## config.mk

```make
export PLATFORM = sky130hd
export DESIGN_NAME = tccu_top
export DESIGN_NICKNAME = d
export VERILOG_FILES = /design/src/tccu_top.v
export VERILOG_INCLUDE_DIRS = /design/src
export SDC_FILE = /design/constraint.sdc
export NUM_CORES = 1
export LEC_CHECK = 0
export BUFFER_PORTS_ARGS = -buffer_cell sky130_fd_sc_hd__buf_2
export CAP_MARGIN = 20
export CORE_ASPECT_RATIO = 0.6
export CORE_MARGIN = 2
export CORE_UTILIZATION = 38
export CTS_BUF_LIST = sky130_fd_sc_hd__clkbuf_16
export DETAILED_ROUTE_END_ITERATION = 10
export PLACE_DENSITY = 0.63
export SYNTH_ARGS = -nofsm -noshare
export SYNTH_HDL_FRONTEND = slang
export SYNTH_SLANG_ARGS = --single-unit
```

## constraint.sdc

```tcl
create_clock -name clk_i -period 6.95 [get_ports clk_i]
set_input_delay 0 -clock clk_i [delete_from_list [all_inputs] [get_ports clk_i]]
set_output_delay 0 -clock clk_i [all_outputs]
set_load 0.01 [all_outputs]
```

## src/tccu_consts.vh

```
// Register offsets, field positions and reset values of the timer/CCP unit
`ifndef TCCU_CONSTS_VH
`define TCCU_CONSTS_VH

// ------------
// Register offsets
// ------------
`define TCCU_ADR_INTERRUPT_CONTROL 8'h0B
`define TCCU_ADR_PERIPHERAL_FLAGS  8'h0C
`define TCCU_ADR_WIDE_LOW          8'h0E
`define TCCU_ADR_WIDE_HIGH         8'h0F
`define TCCU_ADR_WIDE_CONTROL      8'h10
`define TCCU_ADR_PERIOD_COUNT      8'h11
`define TCCU_ADR_PERIOD_CONTROL    8'h12
`define TCCU_ADR_CAPTURE_LOW       8'h15
`define TCCU_ADR_CAPTURE_HIGH      8'h16
`define TCCU_ADR_CCP_CONTROL       8'h17
`define TCCU_ADR_PERIPHERAL_ENABLE 8'h8C
`define TCCU_ADR_PERIOD_LIMIT      8'h92

// ------------
// Field positions
// ------------
`define TCCU_BIT_WIDE_OVF_FLAG     0
`define TCCU_BIT_PERIOD_FLAG       1
`define TCCU_BIT_CCP_FLAG          2
`define TCCU_BIT_WIDE_ON           0
`define TCCU_BIT_PERIOD_ON         2
`define TCCU_PRESCALE_MSB          1
`define TCCU_POSTSCALE_MSB         6
`define TCCU_POSTSCALE_LSB         3
`define TCCU_DUTY_MSB              5
`define TCCU_DUTY_LSB              4
`define TCCU_WIDE_PRE_MSB          5
`define TCCU_WIDE_PRE_LSB          4

// ------------
// Reset values and writable masks
// ------------
`define TCCU_RST_ZERO              8'h00
`define TCCU_RST_PERIOD_LIMIT      8'hFF
`define TCCU_MASK_WIDE_CONTROL     8'h3F
`define TCCU_MASK_PERIOD_CONTROL   8'h7F
`define TCCU_MASK_CCP_CONTROL      8'h3F
`define TCCU_MASK_FLAGS            8'hCF

`endif

```

## src/tccu_top.v

```verilog
// Timer/capture/compare/PWM unit with its 16-bit and 8-bit timers
`timescale 1ns/1ps
`include "tccu_consts.vh"

// What this block does
// RULE1: Wide timer bytes survive every reset
// RULE2: Wide control zeroed only on power-on
// RULE3: Wide timer byte write clears its prescaler
// RULE4: Period counter readable, writable, reset to zero
// RULE5: Period prescale select 1, 4, 16
// RULE6: Period counter wraps after matching limit
// RULE7: Period limit resets to all ones
// RULE8: Postscaler one to sixteen sets period flag
// RULE9: Period timer runs only when on bit set
// RULE10: Counter or control write clears scalers
// RULE11: Control write keeps period counter value
// RULE12: Pre-postscaler match goes to serial port
// RULE13: PWM uses period timer, others wide
// RULE14: Mode zero disables and resets unit
// RULE15: Capture edge selection from mode field
// RULE16: Compare drives high, low or nothing
// RULE17: Special event trigger resets wide timer
// RULE18: Mode 11xx is PWM with ten-bit duty
// RULE19: Capture copies full wide timer value
// RULE20: Capture sets flag, software clears it
// RULE21: New capture overwrites unread capture
// RULE22: Port write on output pin may capture
// RULE23: Software write beats the special trigger
// RULE24: Special trigger never sets overflow flag
// RULE25: Capture prescaler cleared outside capture mode
// RULE26: Synchronise pin, one event per edge
module tccu_top (
    input  wire       clk_i,           // Instruction clock (osc/4)
    input  wire       nrst_i,          // Synchronous reset, active low
    input  wire       por_i,           // High when the reset is power-on
    input  wire [7:0] addr_i,          // Register address
    input  wire [7:0] wdata_i,         // Write data
    input  wire       wr_i,            // Write strobe
    input  wire       rd_i,            // Read strobe
    output reg  [7:0] rdata_o,         // Read data, cycle after strobe
    input  wire       ccp_pin_i,       // Level seen on the pin
    output wire       ccp_pin_o,       // Compare/PWM output latch
    input  wire       port_dir_in_i,   // Port direction: 1 = input
    output wire       ccp_pin_oe_n_o,  // Low while the unit drives
    output wire       period_match_o,  // Match pulse to serial port
    output wire       special_trig_o   // Special event trigger pulse
);

    // ------------
    // Local definitions
    // ------------
    localparam [3:0] MODE_OFF   = 4'h0;
    localparam [3:0] MODE_FALL  = 4'h4;
    localparam [3:0] MODE_RISE  = 4'h5;
    localparam [3:0] MODE_RISE4 = 4'h6;
    localparam [3:0] MODE_RISE16 = 4'h7;
    localparam [3:0] MODE_SET   = 4'h8;
    localparam [3:0] MODE_CLR   = 4'h9;
    localparam [3:0] MODE_SOFT  = 4'hA;
    localparam [3:0] MODE_TRIG  = 4'hB;

    // Write decode helper
    function wr_hit;
        input [7:0] a;
        input [7:0] r;
        input       w;
        begin
            wr_hit = w && (a == r);
        end
    endfunction

    // ------------
    // Registers
    // ------------
    reg  [7:0] interrupt_control_q;     // Interrupt control, stored only
    reg  [7:0] flags_q;      // Peripheral flags
    reg  [7:0] enables_q;    // Peripheral enables, stored only
    reg  [7:0] wide_lo_q;    // Wide timer low byte
    reg  [7:0] wide_hi_q;    // Wide timer high byte
    reg  [7:0] wide_ctl_q;   // Wide timer control
    reg  [2:0] wide_pre_q;   // Wide timer prescaler counter
    reg  [7:0] per_cnt_q;    // Period timer counter
    reg  [7:0] per_ctl_q;    // Period timer control
    reg  [7:0] per_lim_q;    // Period limit
    reg  [3:0] per_pre_q;    // Period prescaler counter
    reg  [3:0] per_post_q;   // Period postscaler counter
    reg  [7:0] cap_lo_q;     // Capture/compare/duty low byte
    reg  [7:0] cap_hi_q;     // Capture high byte / duty slave
    reg  [1:0] duty_lat_q;   // Latched duty low bits
    reg  [5:0] ccp_ctl_q;    // CCP control
    reg  [3:0] cap_pre_q;    // Capture prescaler counter
    reg        pin_s1_q;     // Synchroniser stage 1
    reg        pin_s2_q;     // Synchroniser stage 2
    reg        pin_s3_q;     // Previous synchronised level
    reg        out_q;        // Compare/PWM output latch
    reg        pm_q;         // Registered period match

    wire [3:0] mode     = ccp_ctl_q[3:0];
    wire       is_cap   = (mode[3:2] == 2'b01);
    wire       is_cmp   = (mode[3:2] == 2'b10);
    wire       is_pwm   = (mode[3:2] == 2'b11);  // RULE18

    wire w_flags = wr_hit(addr_i, `TCCU_ADR_PERIPHERAL_FLAGS, wr_i);
    wire w_wlo   = wr_hit(addr_i, `TCCU_ADR_WIDE_LOW, wr_i);
    wire w_whi   = wr_hit(addr_i, `TCCU_ADR_WIDE_HIGH, wr_i);
    wire w_wctl  = wr_hit(addr_i, `TCCU_ADR_WIDE_CONTROL, wr_i);
    wire w_pcnt  = wr_hit(addr_i, `TCCU_ADR_PERIOD_COUNT, wr_i);
    wire w_pctl  = wr_hit(addr_i, `TCCU_ADR_PERIOD_CONTROL, wr_i);
    wire w_plim  = wr_hit(addr_i, `TCCU_ADR_PERIOD_LIMIT, wr_i);
    wire w_clo   = wr_hit(addr_i, `TCCU_ADR_CAPTURE_LOW, wr_i);
    wire w_chi   = wr_hit(addr_i, `TCCU_ADR_CAPTURE_HIGH, wr_i);
    wire w_cctl  = wr_hit(addr_i, `TCCU_ADR_CCP_CONTROL, wr_i);

    // ------------
    // Wide timer tick and compare
    // ------------
    wire [15:0] wide_val = {wide_hi_q, wide_lo_q};
    wire [2:0]  wide_div = (3'd1 << wide_ctl_q[`TCCU_WIDE_PRE_MSB:
                                               `TCCU_WIDE_PRE_LSB]) - 3'd1;
    wire wide_on   = wide_ctl_q[`TCCU_BIT_WIDE_ON];
    wire wide_tick = wide_on && (wide_pre_q >= wide_div);
    wire [15:0] wide_nxt = wide_val + 16'h0001;
    wire wide_ovf  = wide_tick && (wide_val == 16'hFFFF);
    wire cmp_match = is_cmp && (wide_val == {cap_hi_q, cap_lo_q}) &&
                     !(w_wlo || w_whi);
    wire trig      = cmp_match && (mode == MODE_TRIG);  // RULE17
    assign special_trig_o = trig;

    // ------------
    // Period timer tick
    // ------------
    wire       per_on   = per_ctl_q[`TCCU_BIT_PERIOD_ON];  // RULE9
    wire [3:0] per_div  = per_ctl_q[`TCCU_PRESCALE_MSB] ? 4'hF :
                          (per_ctl_q[0] ? 4'h3 : 4'h0);  // RULE5
    wire       per_tick = per_on && (per_pre_q >= per_div);
    wire       per_hit  = per_tick && (per_cnt_q == per_lim_q);  // RULE6
    wire [3:0] post_sel = per_ctl_q[`TCCU_POSTSCALE_MSB:
                                    `TCCU_POSTSCALE_LSB];
    wire       post_out = per_hit && (per_post_q >= post_sel);  // RULE8
    assign period_match_o = pm_q;  // RULE12

    // ------------
    // Capture event detection
    // ------------
    // Pin value as seen by the unit; output pin reflects its own latch
    wire pin_rise = pin_s2_q && !pin_s3_q;  // RULE26
    wire pin_fall = !pin_s2_q && pin_s3_q;
    reg  cap_evt;
    always @* begin
        cap_evt = 1'b0;
        case (mode)
            MODE_FALL:   cap_evt = pin_fall;  // RULE15
            MODE_RISE:   cap_evt = pin_rise;
            MODE_RISE4:  cap_evt = pin_rise && (cap_pre_q[1:0] == 2'h3);
            MODE_RISE16: cap_evt = pin_rise && (cap_pre_q == 4'hF);
            default:     cap_evt = 1'b0;
        endcase
    end

    // PWM duty compare: 10-bit duty against counter and prescale phase
    wire [9:0] pwm_pos = {per_cnt_q, per_pre_q[3:2]};
    wire [9:0] pwm_dut = {cap_hi_q, duty_lat_q};

    // ------------
    // Pin synchroniser and output drive
    // ------------
    // Port write to an output pin shows on the input path too
    wire pin_seen = port_dir_in_i ? ccp_pin_i : out_q;  // RULE22
    always @(posedge clk_i) begin
        if (!nrst_i) begin
            pin_s1_q <= 1'b0;
            pin_s2_q <= 1'b0;
            pin_s3_q <= 1'b0;
        end else begin
            pin_s1_q <= pin_seen;
            pin_s2_q <= pin_s1_q;
            pin_s3_q <= pin_s2_q;
        end
    end
    assign ccp_pin_o      = out_q;
    assign ccp_pin_oe_n_o = port_dir_in_i;

    // ------------
    // Wide timer: no reset on its bytes, trigger clears them
    // ------------
    always @(posedge clk_i) begin
        if (w_wlo) begin
            wide_lo_q <= wdata_i;  // RULE23
        end else if (trig) begin
            wide_lo_q <= 8'h00;  // RULE1
        end else if (nrst_i && wide_tick) begin
            wide_lo_q <= wide_nxt[7:0];
        end
        if (w_whi) begin
            wide_hi_q <= wdata_i;  // RULE23
        end else if (trig) begin
            wide_hi_q <= 8'h00;  // RULE1
        end else if (nrst_i && wide_tick) begin
            wide_hi_q <= wide_nxt[15:8];
        end
    end

    // Wide control and prescaler
    always @(posedge clk_i) begin
        if (!nrst_i) begin
            if (por_i) begin
                wide_ctl_q <= `TCCU_RST_ZERO;  // RULE2
            end
            wide_pre_q <= 3'd0;
        end else begin
            if (w_wctl) begin
                wide_ctl_q <= wdata_i & `TCCU_MASK_WIDE_CONTROL;
            end
            if (w_wlo || w_whi || trig || wide_tick) begin
                wide_pre_q <= 3'd0;  // RULE3
            end else if (wide_on) begin
                wide_pre_q <= wide_pre_q + 3'd1;
            end
        end
    end

    // ------------
    // Period timer
    // ------------
    always @(posedge clk_i) begin
        if (!nrst_i) begin
            per_cnt_q  <= `TCCU_RST_ZERO;  // RULE4
            per_ctl_q  <= `TCCU_RST_ZERO;
            per_lim_q  <= `TCCU_RST_PERIOD_LIMIT;  // RULE7
            per_pre_q  <= 4'h0;  // RULE10
            per_post_q <= 4'h0;
            pm_q       <= 1'b0;
        end else begin
            pm_q <= per_hit;
            if (w_plim) begin
                per_lim_q <= wdata_i;
            end
            if (w_pctl) begin
                per_ctl_q <= wdata_i & `TCCU_MASK_PERIOD_CONTROL;
            end
            if (w_pcnt) begin
                per_cnt_q <= wdata_i;
            end else if (per_hit) begin
                per_cnt_q <= 8'h00;  // RULE6
            end else if (per_tick) begin
                per_cnt_q <= per_cnt_q + 8'h01;
            end  // RULE11
            if (w_pcnt || w_pctl) begin
                per_pre_q  <= 4'h0;  // RULE10
                per_post_q <= 4'h0;
            end else begin
                if (per_tick) begin
                    per_pre_q <= 4'h0;
                end else if (per_on) begin
                    per_pre_q <= per_pre_q + 4'h1;
                end
                if (post_out) begin
                    per_post_q <= 4'h0;
                end else if (per_hit) begin
                    per_post_q <= per_post_q + 4'h1;
                end
            end
        end
    end

    // ------------
    // CCP control, capture register, output latch
    // ------------
    always @(posedge clk_i) begin
        if (!nrst_i) begin
            ccp_ctl_q  <= 6'h00;
            cap_pre_q  <= 4'h0;
            out_q      <= 1'b0;
            duty_lat_q <= 2'h0;
        end else begin
            if (w_cctl) begin
                ccp_ctl_q <= wdata_i[5:0];
            end
            if (!is_cap) begin
                cap_pre_q <= 4'h0;  // RULE25
            end else if (pin_rise) begin
                cap_pre_q <= cap_pre_q + 4'h1;
            end
            if (mode == MODE_OFF) begin
                out_q <= 1'b0;  // RULE14
            end else if (cmp_match && mode == MODE_SET) begin
                out_q <= 1'b1;  // RULE16
            end else if (cmp_match && mode == MODE_CLR) begin
                out_q <= 1'b0;  // RULE16
            end else if (is_pwm) begin  // RULE13
                if (per_hit) begin
                    out_q <= (pwm_dut != 10'h000) ? 1'b1 : 1'b0;
                end else if (pwm_pos == pwm_dut) begin
                    out_q <= 1'b0;
                end
            end
            if (is_pwm && per_hit) begin
                duty_lat_q <= ccp_ctl_q[`TCCU_DUTY_MSB:`TCCU_DUTY_LSB];
            end
        end
    end

    // Capture value bytes: not reset, loaded by software or events
    always @(posedge clk_i) begin
        if (nrst_i && is_cap && cap_evt) begin
            cap_lo_q <= wide_val[7:0];  // RULE19 RULE21
            cap_hi_q <= wide_val[15:8];
        end else begin
            if (w_clo) begin
                cap_lo_q <= wdata_i;
            end
            if (nrst_i && is_pwm && per_hit) begin
                cap_hi_q <= cap_lo_q;  // RULE18
            end else if (w_chi && !is_pwm) begin
                cap_hi_q <= wdata_i;
            end
        end
    end

    // ------------
    // Flags, enables and interrupt control; set beats clear
    // ------------
    wire ccp_set = (is_cap && cap_evt) || cmp_match;  // RULE20 RULE16
    always @(posedge clk_i) begin
        if (!nrst_i) begin
            flags_q   <= `TCCU_RST_ZERO;
            enables_q <= `TCCU_RST_ZERO;
            interrupt_control_q  <= `TCCU_RST_ZERO;
        end else begin
            if (wr_hit(addr_i, `TCCU_ADR_PERIPHERAL_ENABLE, wr_i)) begin
                enables_q <= wdata_i & `TCCU_MASK_FLAGS;
            end
            if (wr_hit(addr_i, `TCCU_ADR_INTERRUPT_CONTROL, wr_i)) begin
                interrupt_control_q <= wdata_i;
            end
            flags_q <= (w_flags ? (wdata_i & `TCCU_MASK_FLAGS) : flags_q)
                     | {5'h00, ccp_set, post_out,
                        wide_ovf && !trig};  // RULE24 RULE8
        end
    end

    // ------------
    // Read port: data one cycle after the strobe
    // ------------
    always @(posedge clk_i) begin
        if (!nrst_i) begin
            rdata_o <= 8'h00;
        end else if (!rd_i) begin
            rdata_o <= 8'h00;
        end else if (addr_i == `TCCU_ADR_INTERRUPT_CONTROL) begin
            rdata_o <= interrupt_control_q;
        end else if (addr_i == `TCCU_ADR_PERIPHERAL_FLAGS) begin
            rdata_o <= flags_q;
        end else if (addr_i == `TCCU_ADR_WIDE_LOW) begin
            rdata_o <= wide_lo_q;
        end else if (addr_i == `TCCU_ADR_WIDE_HIGH) begin
            rdata_o <= wide_hi_q;
        end else if (addr_i == `TCCU_ADR_WIDE_CONTROL) begin
            rdata_o <= wide_ctl_q;
        end else if (addr_i == `TCCU_ADR_PERIOD_COUNT) begin
            rdata_o <= per_cnt_q;
        end else if (addr_i == `TCCU_ADR_PERIOD_CONTROL) begin
            rdata_o <= per_ctl_q;
        end else if (addr_i == `TCCU_ADR_CAPTURE_LOW) begin
            rdata_o <= cap_lo_q;
        end else if (addr_i == `TCCU_ADR_CAPTURE_HIGH) begin
            rdata_o <= cap_hi_q;
        end else if (addr_i == `TCCU_ADR_CCP_CONTROL) begin
            rdata_o <= {2'b00, ccp_ctl_q};
        end else if (addr_i == `TCCU_ADR_PERIPHERAL_ENABLE) begin
            rdata_o <= enables_q;
        end else if (addr_i == `TCCU_ADR_PERIOD_LIMIT) begin
            rdata_o <= per_lim_q;
        end else begin
            rdata_o <= 8'h00;
        end
    end

endmodule // tccu_top
```

==> impl_metrics.env <==
export IMPL_status="finished, final reports clean"
export IMPL_die_x_um=178
export IMPL_grt_overflow_total=0
export IMPL_synth_edf_count=38
export IMPL_drtIter0Drc=856
export IMPL_synthCells=808
export IMPL_grt_pass1_wl_mm=33.6
export IMPL_clkPwrFrac_pct=51.3
export IMPL_path_class="reg2reg"
export IMPL_via_per_inst=5.79
export IMPL_dieHeight_um=108
export IMPL_worst_pin_slew_ps=1050
export IMPL_min_period_ps=3220
export IMPL_slew_headroom_pct=29.8
export IMPL_first_pass_iters=5
export IMPL_critPathRequiredTime_ps=6970
export IMPL_routed_wl_mm=21.9
export IMPL_cts_root_buf="clkbuf_16"
export IMPL_seq_area_frac_synth_pct=39.5
export IMPL_initial_utilization_pct=38.4
export IMPL_powerDensity_nw_per_um2=223
export IMPL_wl_per_cell_um=20.7
export IMPL_cts_tree="built"
export IMPL_netlist_area_um2=6890
export IMPL_tns_ps=0
export IMPL_clk_path_buf_depth=2
export IMPL_numCtsBuffers=17
export IMPL_clkTransAtPathRegs_ps=60
export IMPL_cp_max_fo=9
export IMPL_die_area_um2=19300
export IMPL_antenna_found_initial=0
export IMPL_cp_end_kind="flop"
export IMPL_synth_seq_cells=117
export IMPL_slowest_stage="nand4_1"
export IMPL_hold_violations=0
export IMPL_avgSynthCellArea_um2=8.52
export IMPL_power_frac_comb_pct=6.5
export IMPL_synth_cell_types=66
export IMPL_period_share_pct=46.3
export IMPL_portBuffers=34
export IMPL_yosys_warnings=0
export IMPL_yosysTopAreaCellShare_pct=23.0
export IMPL_seqPwrFrac_pct=42.2
export IMPL_diodes=0
export IMPL_max_freq_mhz=311
export IMPL_rrSetupSlack_ps=3730
export IMPL_cp_start_kind="flop"
export IMPL_syn_num_nets=848
export IMPL_ant_nets=0
export IMPL_ys_flop_type="dfxtp_1"
export IMPL_power_switching_mw=0.419
export IMPL_post_cts_buffers=0
export IMPL_dp_hpwl_mm=15.4
export IMPL_nNetsFinal=846
export IMPL_drive_gt1_share_pct=11.2
export IMPL_max_cap_violations=0
export IMPL_grt_max_degree=39
export IMPL_htreeDepth=4
export IMPL_clock_latency_ps=430
export IMPL_rows=38
export IMPL_placed_area_um2=7130
export IMPL_worstPathCellList="or2_2 > ha_1 > nand2b_1 > a2111oi_0 > nor2_1 > nand4_1 > nand3_1"
export IMPL_area_delta_synth_final_pct=12.7
export IMPL_ioPinCount=35
export IMPL_stdcell_area_um2=7760
export IMPL_cts_resized_gates=0
export IMPL_pre_cts_slack_ps=3770
export IMPL_first_global_vias=5488
export IMPL_synth_async_sr_flop_share_pct=0
export IMPL_cp_arrival_ps=3240
export IMPL_worst_slack_ps=3730
export IMPL_synth_area_top_cells="dfxtp_1 (23%), edfxtp_1 (17%), mux2i_1 (5.7%)"
export IMPL_ir_worst_vdd_mv=0.157
export IMPL_min_path_type="in2reg"
export IMPL_cts_sinks=117
export IMPL_design_core_area_um2=17900
export IMPL_grtUsageTotal_pct=23.7
export IMPL_finalClockSkew_ps=11.0
export IMPL_setup_viol=0
export IMPL_crit_path_max_incr_delay_ps=540
export IMPL_netlist_top_cell_by_area="dfxtp_1"
export IMPL_place_congestion=0.996
export IMPL_swShare_pct=24.2
export IMPL_p_leak_nw=2.79
export IMPL_internal_power_mw=1.31
export IMPL_drv_slew=0
export IMPL_rsz0062_at_grt="false"
export IMPL_num_vias=6131
export IMPL_drc=0
## what timing repair did
action / CTS / global route
setup endpoints to repair: 0 / 0
hold buffers: 4 / 0
hold endpoints to repair: 5 / 0
## final cells by class
cell class              count  area (um2)
multi-input cells         605        3810
repair buffers             45         263
fillers                  1793       10200
clock buffers              17         425
clock inverters            15         165
well taps                 240         300
flip-flops and latches    117        2720
inverters                  20        75.1
## synth_stat cells, drive strengths merged, types with 5 or more instances
cell	count
mux2	9
o21ai	41
o31ai	21
ha	17
edfxtp	38
nand2	95
a32oi	5
nor2b	7
xor2	12
a31oi	7
or3	8
xnor2	43
and2	12
a21oi	61
nor3	19
clkbuf	50
or2	7
nand2b	8
nor2	62
nor4	9
and3	6
a22o	5
nand4	13
nand3	49
inv	20
buf	16
mux2i	39
dfxtp	79
## critical path, delay by kind of cell (launching register included)
kind	cells	cell delay [ps]
AOI/OAI and AO/OA	1	490
adders and majority gates	1	270
DFF	1	340
and+or+nand+nor	5	1720
## metrics by stage
step / hold slack [ps] / utilization [%] / cells / total power, mW
2_1_floorplan: 91.8 / - / 808 / 0.812
3_3_place_gp: 211 / 39.8 / 1023 / 0.849
3_5_place_dp: 215 / 39.8 / 1023 / 0.851
4_1_cts: 11.7 / 43.3 / 1059 / 1.74
5_1_grt: 35.4 / 43.3 / 1059 / 1.79
6_report: 20.3 / 43.3 / 1059 / 1.73
## logic make-up after synthesis
group,after synthesis,share of synthesized area (%)
AO/OA/AOI/OAI,177,16.1
XOR/XNOR,55,6.99
adder cells (fa/ha/maj),17,3.09
buffers and inverters,86,5.11
flip-flops,117,39.5
multiplexers,48,7.19
AND/OR/NAND/NOR,308,22.0
## power by group through the flow
| stage | sequential [mW] | clock, mW | combinational, mW |
|---|---|---|---|
| after detailed placement | 0.743 | 0 | 0.107 |
| after CTS | 0.729 | 0.898 | 0.110 |
| final | 0.730 | 0.887 | 0.112 |
| after floorplan | 0.735 | 0 | 0.0768 |
| after global placement | 0.744 | 0 | 0.106 |
| after global routing | 0.730 | 0.933 | 0.122 |
## metal layers
metal	part of all wire (%)	up-vias	GRT usage [%]
met3	12	17	7.81
li1	-	2881	-
met5	0	-	0
met4	0.73	0	4.74
met2	38	362	29.3
met1	50	2871	38.1
## registers in the layout, indices dropped and copies added (netlist names), 7 cells and up
signal / flops
cap_lo_q: 8
per_cnt_q: 8
per_lim_q: 8
per_ctl_q: 7
rdata_o: 8
interrupt_control_q: 8
cap_hi_q: 8
wide_lo_q: 8
wide_hi_q: 8
## cells in the final DEF, fill, tap and decap left out, types with 5 or more instances in the layout
| cell | instances |
|---|---|
| xnor2_1 | 43 |
| dfxtp_1 | 79 |
| a32oi_1 | 5 |
| inv_1 | 21 |
| o31ai_1 | 21 |
| nor2b_1 | 7 |
| xor2_1 | 12 |
| nand4_1 | 13 |
| mux2i_1 | 39 |
| nor3_1 | 16 |
| nor2_1 | 62 |
| edfxtp_1 | 38 |
| mux2_2 | 8 |
| nand2_1 | 95 |
| ha_1 | 17 |
| a21oi_1 | 61 |
| nand3_1 | 48 |
| nand2b_1 | 8 |
| or2_2 | 6 |
| a31oi_1 | 7 |
| buf_4 | 7 |
| or3_1 | 8 |
| clkinvlp_4 | 5 |
| a22o_1 | 5 |
| clkbuf_16 | 17 |
| o21ai_0 | 40 |
| and3_1 | 6 |
| buf_2 | 34 |
| and2_1 | 12 |
| nor4_1 | 7 |
## worst paths after layout
| kind | endpoint | cells after the start | from |
|---|---|---|---|
| max | cap_hi_q[3] | 7 | per_ctl_q[1] |
| min reg2reg | pin_s2_q | 1 | pin_s1_q |
| min | interrupt_control_q[4] | 3 | wdata_i[4] |
| max reg2reg | cap_hi_q[3] | 7 | per_ctl_q[1] |
No activity file was read; power rests on OpenSTA's default activity.
